--- src/logic/run_halt_pkg.sv ---
// shared types and constants for the run/halt and bus-release block
package run_halt_pkg;
    localparam int ADDR_W = 16;
    localparam int DATA_W = 8;
    // cycles a board reset is stretched after its cause goes away
    localparam logic [3:0] RESET_STRETCH = 4'hF;
    localparam logic [1:0] CYC_ZERO = 2'h0;

    typedef enum logic [1:0] {
        ST_RUN = 2'b00,
        ST_DRAIN = 2'b01,
        ST_HALT = 2'b11,
        ST_WAIT = 2'b10
    } cpu_mode_t;

    // one bus cycle request from the execution core
    typedef struct packed {
        logic active;
        logic write;
        logic [ADDR_W-1:0] addr;
        logic [DATA_W-1:0] wdata;
    } bus_req_t;

    // pins facing the backplane
    typedef struct packed {
        logic [ADDR_W-1:0] addr;
        logic [DATA_W-1:0] data;
        logic addr_oe;
        logic data_oe;
        logic read_not_write;
        logic rw_oe;
        logic address_valid_strobe;
        logic bus_available;
    } bus_pins_t;
endpackage

--- src/logic/run_halt_bus_release.sv ---
// run/halt control, bus release and board reset line of the processor module
//
// Behaviour
// - with run/halt high the core is allowed to fetch and execute from its program counter.
// - with run/halt low all processor activity is suspended once the instruction in flight has completed.
// - only the sampled level of run/halt decides between running and halting, never an edge.
// - a halt takes effect only at an instruction boundary, after the current instruction completes.
// - while halted bus_available is high and address_valid_strobe is low.
// - while halted the address, data and read/write drivers are all released to high impedance.
// - the reset line is two-way: internal reset is driven out and an external pull low restarts the board.
// - read/write is high for reads, low for writes, and rests high when idle or halted.
// - bus_available is also high in the wait state, which a maskable or non-maskable interrupt ends.
`timescale 1ns/1ps
module run_halt_bus_release #(
    parameter int ADDR_W = run_halt_pkg::ADDR_W,
    parameter int DATA_W = run_halt_pkg::DATA_W
) (
    input wire logic clock,
    input wire logic rst_n,
    // phase-one leading edge enable from the clock divider
    input wire logic phi1_en,
    input wire logic run_halt_pin,
    input wire logic reset_line_in,
    input wire logic power_on_reset_n,
    input wire logic irq_n_pin,
    input wire logic nmi_n_pin,
    // execution core handshake
    input wire run_halt_pkg::bus_req_t core_req,
    input wire logic core_insn_end,
    input wire logic core_wait_insn,
    input wire logic [DATA_W-1:0] data_in,
    output logic core_advance,
    output logic core_reset,
    output logic [DATA_W-1:0] core_rdata,
    output run_halt_pkg::bus_pins_t pins,
    output logic reset_line_out,
    output logic reset_line_oe
);
    // ------------------------------------------------------------
    // elaboration checks
    // ------------------------------------------------------------
    // the backplane struct is sized by the package, so the widths cannot move on their own
    if (ADDR_W != run_halt_pkg::ADDR_W) begin : g_addr_w_bad
        $error("ADDR_W must match the package bus struct");
    end
    if (DATA_W != run_halt_pkg::DATA_W) begin : g_data_w_bad
        $error("DATA_W must match the package bus struct");
    end
    // a zero stretch would let a bouncing switch restart the board several times
    if (run_halt_pkg::RESET_STRETCH == '0) begin : g_stretch_bad
        $error("RESET_STRETCH must be above zero");
    end

    // ------------------------------------------------------------
    // state
    // ------------------------------------------------------------
    typedef struct packed {
        // two-stage synchronisers; only stage two is read by logic
        logic [1:0] run_sync;
        logic [1:0] rst_sync;
        logic [1:0] irq_sync;
        logic [1:0] nmi_sync;
        // run/halt level as taken at the last phase-one pulse
        logic run_level;
        run_halt_pkg::cpu_mode_t mode;
        logic [3:0] reset_cnt;
        logic board_reset;
        run_halt_pkg::bus_pins_t pins;
        logic [DATA_W-1:0] rdata;
    } state_t;

    state_t s_q;
    state_t s_d;

    logic running;
    logic bus_released;
    // a bus cycle that the core asks for and may run this cycle
    logic cycle_go;
    logic cycle_write;
    // last cycle put a read strobe on the pins, so data_in carries its answer now
    logic read_done;
    // latched halt request, synchronised wake-up and instruction boundary
    logic halt_req;
    logic wake_req;
    logic at_boundary;

    // limitation: reset_line_in must carry only the far side's pull; if it sensed our own
    // drive as well, the stretch would keep re-arming and the board would never leave reset

    always_comb begin
        s_d = s_q;
        // pins pass two flops; only the second stage is read
        s_d.run_sync = {s_q.run_sync[0], run_halt_pin};
        s_d.rst_sync = {s_q.rst_sync[0], reset_line_in};
        s_d.irq_sync = {s_q.irq_sync[0], irq_n_pin};
        s_d.nmi_sync = {s_q.nmi_sync[0], nmi_n_pin};

        // ------------------------------------------------------------
        // board reset, stretched so a bouncing switch gives one restart
        // ------------------------------------------------------------
        if (!s_q.rst_sync[1] || !power_on_reset_n) begin
            s_d.reset_cnt = run_halt_pkg::RESET_STRETCH;
            s_d.board_reset = 1'b1;
        end else if (s_q.reset_cnt != '0) begin
            s_d.reset_cnt = s_q.reset_cnt - 4'h1;
        end else begin
            s_d.board_reset = 1'b0;
        end

        // level is only looked at on phase one, like the real input latch
        if (phi1_en) begin
            s_d.run_level = s_q.run_sync[1];
        end

        // ------------------------------------------------------------
        // mode machine
        // ------------------------------------------------------------
        case (s_q.mode)
            run_halt_pkg::ST_RUN: begin
                if (halt_req && at_boundary) begin
                    // the instruction ends this cycle, so stop here instead of running one more
                    s_d.mode = run_halt_pkg::ST_HALT;
                end else if (halt_req) begin
                    s_d.mode = run_halt_pkg::ST_DRAIN;
                end else if (at_boundary && core_wait_insn) begin
                    s_d.mode = run_halt_pkg::ST_WAIT;
                end
            end
            run_halt_pkg::ST_DRAIN: begin
                // finish the instruction in flight before letting go
                if (core_insn_end) begin
                    s_d.mode = run_halt_pkg::ST_HALT;
                end
            end
            run_halt_pkg::ST_HALT: begin
                if (s_q.run_level) begin
                    s_d.mode = run_halt_pkg::ST_RUN;
                end
            end
            run_halt_pkg::ST_WAIT: begin
                if (wake_req) begin
                    s_d.mode = run_halt_pkg::ST_RUN;
                end
            end
            default: begin
                s_d.mode = run_halt_pkg::ST_RUN;
            end
        endcase

        // ------------------------------------------------------------
        // backplane drivers
        // ------------------------------------------------------------
        s_d.pins.bus_available = bus_released;
        s_d.pins.addr_oe = !bus_released;
        s_d.pins.rw_oe = !bus_released;
        s_d.pins.address_valid_strobe = cycle_go;
        s_d.pins.data_oe = cycle_go && cycle_write;
        s_d.pins.read_not_write = !(cycle_go && cycle_write);
        if (cycle_go) begin
            s_d.pins.addr = core_req.addr;
            s_d.pins.data = core_req.wdata;
        end

        // ------------------------------------------------------------
        // read capture
        // ------------------------------------------------------------
        if (read_done) begin
            s_d.rdata = data_in;
        end

        if (!rst_n || s_q.board_reset) begin
            s_d.mode = run_halt_pkg::ST_RUN;
            s_d.pins.address_valid_strobe = 1'b0;
            s_d.pins.data_oe = 1'b0;
            s_d.pins.read_not_write = 1'b1;
        end
    end

    // ------------------------------------------------------------
    // decode
    // ------------------------------------------------------------
    // core may step on while running or while draining the current instruction
    assign running = (s_q.mode == run_halt_pkg::ST_RUN) || (s_q.mode == run_halt_pkg::ST_DRAIN);
    assign bus_released = (s_q.mode == run_halt_pkg::ST_HALT) || (s_q.mode == run_halt_pkg::ST_WAIT);
    assign cycle_go = running && core_req.active;
    assign cycle_write = core_req.write;
    assign read_done = s_q.pins.address_valid_strobe && s_q.pins.read_not_write;
    assign halt_req = !s_q.run_level;
    // either interrupt level ends a wait; both pins idle high
    assign wake_req = !s_q.irq_sync[1] || !s_q.nmi_sync[1];
    assign at_boundary = core_insn_end;

    // ------------------------------------------------------------
    // registers
    // ------------------------------------------------------------
    always_ff @(posedge clock) begin
        if (!rst_n) begin
            s_q <= '0;
            // chains start at the idle high level so reset gives no false request
            s_q.run_sync <= '1;
            s_q.rst_sync <= '1;
            s_q.irq_sync <= '1;
            s_q.nmi_sync <= '1;
            s_q.run_level <= 1'b1;
            s_q.mode <= run_halt_pkg::ST_RUN;
            s_q.reset_cnt <= run_halt_pkg::RESET_STRETCH;
            s_q.board_reset <= 1'b1;
            s_q.pins.read_not_write <= 1'b1;
        end else begin
            s_q <= s_d;
        end
    end

    // ------------------------------------------------------------
    // outputs
    // ------------------------------------------------------------
    // the reset line is open drain: it is only ever pulled low, never driven high
    assign core_advance = running && !s_q.board_reset;
    assign core_reset = s_q.board_reset;
    assign core_rdata = s_q.rdata;
    assign pins = s_q.pins;
    assign reset_line_out = 1'b0;
    assign reset_line_oe = s_q.board_reset;
endmodule

--- config.mk ---
export PLATFORM = sky130hd
export DESIGN_NAME = run_halt_bus_release
export DESIGN_NICKNAME = d
export VERILOG_FILES = /design/src/logic/run_halt_pkg.sv /design/src/logic/run_halt_bus_release.sv
export SDC_FILE = /design/constraint.sdc
export NUM_CORES = 1
export LEC_CHECK = 0
export BUFFER_PORTS_ARGS = -buffer_cell sky130_fd_sc_hd__buf_2
export CAP_MARGIN = 25
export CORE_MARGIN = 4
export CORE_UTILIZATION = 23
export DETAILED_ROUTE_END_ITERATION = 16
export PLACE_DENSITY = 0.5
export SYNTH_ARGS = -nofsm -noshare
export SYNTH_HDL_FRONTEND = slang
export SYNTH_SLANG_ARGS = --single-unit
--- constraint.sdc ---
create_clock -name clock -period 1.81 [get_ports clock]
set_input_delay 0.0905 -clock clock [delete_from_list [all_inputs] [get_ports clock]]
set_output_delay 0.0905 -clock clock [all_outputs]
set_load 0.005 [all_outputs]
==> metrics.md <==
| Metric | Value |
|---|---|
| Crit path max fanout | 4 |
| Commonest non-fill, non-tap cell in the layout | buf_2 |
| Final Util | 0.2949 |
| Setup violations, final | 0 |
| Half-perimeter wire length after placement | 3605 µm |
| Hold Path Class | in2reg |
| Startpoint types | register |
| Non-Filler Instances | 445 |
| Residual DRC | 0 |
| Max cap viols | 0 |
| Max Buffers Root-to-Sink | 2 |
| Fin Setup TNS | 0 ns |
| CP max stage cell | or3b_4 |
| Area delta synth->final | 23.00% |
| Clk_lat worst skew | 0.31 ns |
| Dpl ws | 0.4575 ns |
| Seq cells post-synth | 53 |
| Number of port buffers | 84 |
| Dpl cells | 423 |
| Critical-path cell list | inv_1 > ha_1 > or3b_4 > and2_0 > o21ai_1 |
| Min-delay src | core_req[23] |
| Chip width | 107.1 µm |
| DR iter-0 viols | 42 |
| Syn_area_per_cell | 8.783 µm² |
| Largest net degree at the start of global routing | 19 |
| Final worst setup slack | 0.4571 ns |
| GP Congestion | 0.5985 |
| TritonCTS Buffers | 5 |
| First-pass GRT wire length | 7645 µm |
| Final Hold Vio Count | 0 |
| WP data required | 2.06 ns |
| Nets | 361 |
| Power Density | 823.1 mW/mm² |
| Largest area contributor in the netlist | dfxtp_1 |
| Peak Freq | 0.7392 GHz |
| CP endpoint kind | register |
| Synthesized area | 0.002257 mm² |
| Die Height | 107.1 µm |
| Tcrit/Tclk final | 0.7475 |
| Cells after Synth | 257 |
| ANT nets after route | 0 |
| Reg-to-reg endpoint | s_q[40] |
| Vias | 1713 |
| Routed length per placed instance | 10.96 µm |
| Total chip power | 2.285 mW |
| Share of layout cells above drive strength 1 | 0.3133 |
| Synth top area share | 0.4701 |
| Critical setup path kind | reg2reg |
| Worst Reg-to-Reg Cells | 5 |
| Fillcell total | 1026 |
| Share of flip-flops with an asynchronous set or reset | 0 |
| Hold Crit Depth | 3 |
| Initial antenna violation count | 1 |
| Final WL | 4876 µm |
| Leak | 1.266 nW |
| Vias in the first global route | 1577 |
| FF/Latch Area | 0.001061 mm² |
| Post-synth net total | 303 |
| Ys Warns | 0 |
| Placeable Area | 0.009415 mm² |
| Die area | 0.01146 mm² |
| Worst Hold Path EP | pins[29] |
| Library cells used by synthesis | 31 |
| GRT Total Usage | 0.08370 |
| Post-synth EDFFs | 0 |
| Post-synthesis sequential area ratio | 0.4701 |
| VDD IR max | 0.3473 mV |
| FF-to-FF Start | s_q[39] |
| Slowest Stage Delay on Critical Path | 0.41 ns |
| CTS tree | built |
| 1st-pass router iterations | 4 |
| Synth area leaders | dfxtp_1, buf_4, nand2_1, a21boi_1, a21boi_0 |
| Number of post-CTS setup repair buffers | 0 |
| RSZ-0062 raised after global routing | false |
| H-tree depth | 2 |
| Worst path arrival time | 1.60 ns |
| Cts-stage hold buffer count | 13 |
| Post-CTS Resized | 0 |
| Clock skew | 0.003237 ns |
| Rows | 35 |
| Root buffer cell | clkbuf_8 |
| R2R setup slack | 0.46 ns |
| Period minus WS final | 1.353 ns |
| Outcome | finished, final reports clean |
| Most used flip-flop cell after synthesis | dfxtp_1 |
| Worst-path clk slew | 0.10 ns |
| Io pins | 86 |
| # diodes | 0 |
| Starting Density | 0.2397 |
| Fin. max-slew vios | 0 |
| Clock sinks | 53 |
| Area of the multi-input gates | 800.8 µm² |
| Vias/cell | 3.849 |
| Most frequent cells in the layout | buf_2, nand2_1, dfxtp_1, a21boi_1, dlygate4sd3_1 |
| Total grt overflow | 0 |
-- through the flow --
stage | hold slack, ns | cell area [µm²]
6_report | 0.01016 | 2776
5_1_grt | 0.002795 | 2776
4_1_cts | 0.0002233 | 2766
3_5_place_dp | 0.2774 | 2516
3_3_place_gp | 0.2738 | 2516
2_1_floorplan | 0.1635 | 2257
-- sequential cells by signal, indices dropped and copies added, names as in the netlist --
register / flops
s_d: 4
s_q: 11
core_rdata: 8
pins: 29
core_reset: 1
-- power by group --
part           internal [mW]  switching, mW  total (mW)
Clock                  0.450          0.407       0.857
Sequential              1.21         0.0166        1.22
Combinational          0.117         0.0879       0.205
-- synthesized netlist by cell type, types with 3 or more instances --
| library cell | n |
|---|---|
| nand3_1 | 8 |
| nand2b_1 | 10 |
| clkbuf_1 | 4 |
| a21boi_0 | 12 |
| nor2_1 | 6 |
| nor2b_1 | 4 |
| a21boi_1 | 20 |
| nand2_1 | 64 |
| and3_1 | 3 |
| inv_1 | 4 |
| buf_2 | 4 |
| dfxtp_1 | 53 |
| buf_4 | 43 |
-- kinds of logic after synthesis --
| kind of cell | count (synthesis) | share of synthesized area |
|---|---|---|
| AND/OR/NAND/NOR | 101 | 0.2007 |
| buffers and inverters | 57 | 0.1752 |
| flip-flops | 53 | 0.4701 |
| AO/OA/AOI/OAI | 40 | 0.1286 |
| adder cells (fa/ha/maj) | 2 | 0.01108 |
| multiplexers | 2 | 0.008870 |
| other | 1 | 0.001661 |
| XOR/XNOR | 1 | 0.003881 |
-- cell type report --
class                      count  share of cell area
sequential                    53              0.3822
timing repair buffer         104              0.2226
multi-input combinational    147              0.2884
clock buffer                   6             0.02974
inverter                       4            0.005408
tap                          129             0.05813
clock inverter                 2             0.01352
-- metal layers --
metal / wire, µm / vias to the layer above / GRT usage / share of wire
met4: 57 / 2 / 0.02466 / 0.012
met1: 2183 / 757 / 0.1012 / 0.45
met2: 2255 / 55 / 0.1412 / 0.46
met3: 373 / 8 / 0.02709 / 0.076
met5: 7 / - / 0 / 0.0014
li1: - / 891 / - / -
-- critical path: cells and delay by family, from the launching register on --
kind	cells	cell delay [ns]
flops	1	0.34
simple gates	2	0.58
compound gates	1	0.11
fa+ha+maj	1	0.19
buf+inv	1	0.08
-- worst max-delay path by stage --
stage | from | end | slack [ns] | depth (start not counted)
final | s_q[39] | s_q[40] | 0.46 | 5
after floorplan | s_q[39] | s_q[40] | 0.56 | 5
after global routing | s_q[39] | s_q[40] | 0.36 | 5
after detailed placement | s_q[39] | s_q[40] | 0.46 | 5
after global placement | s_q[39] | s_q[39] | 0.52 | 5
after CTS | s_q[39] | s_q[40] | 0.43 | 5
No activity file was read; power rests on OpenSTA's default activity.
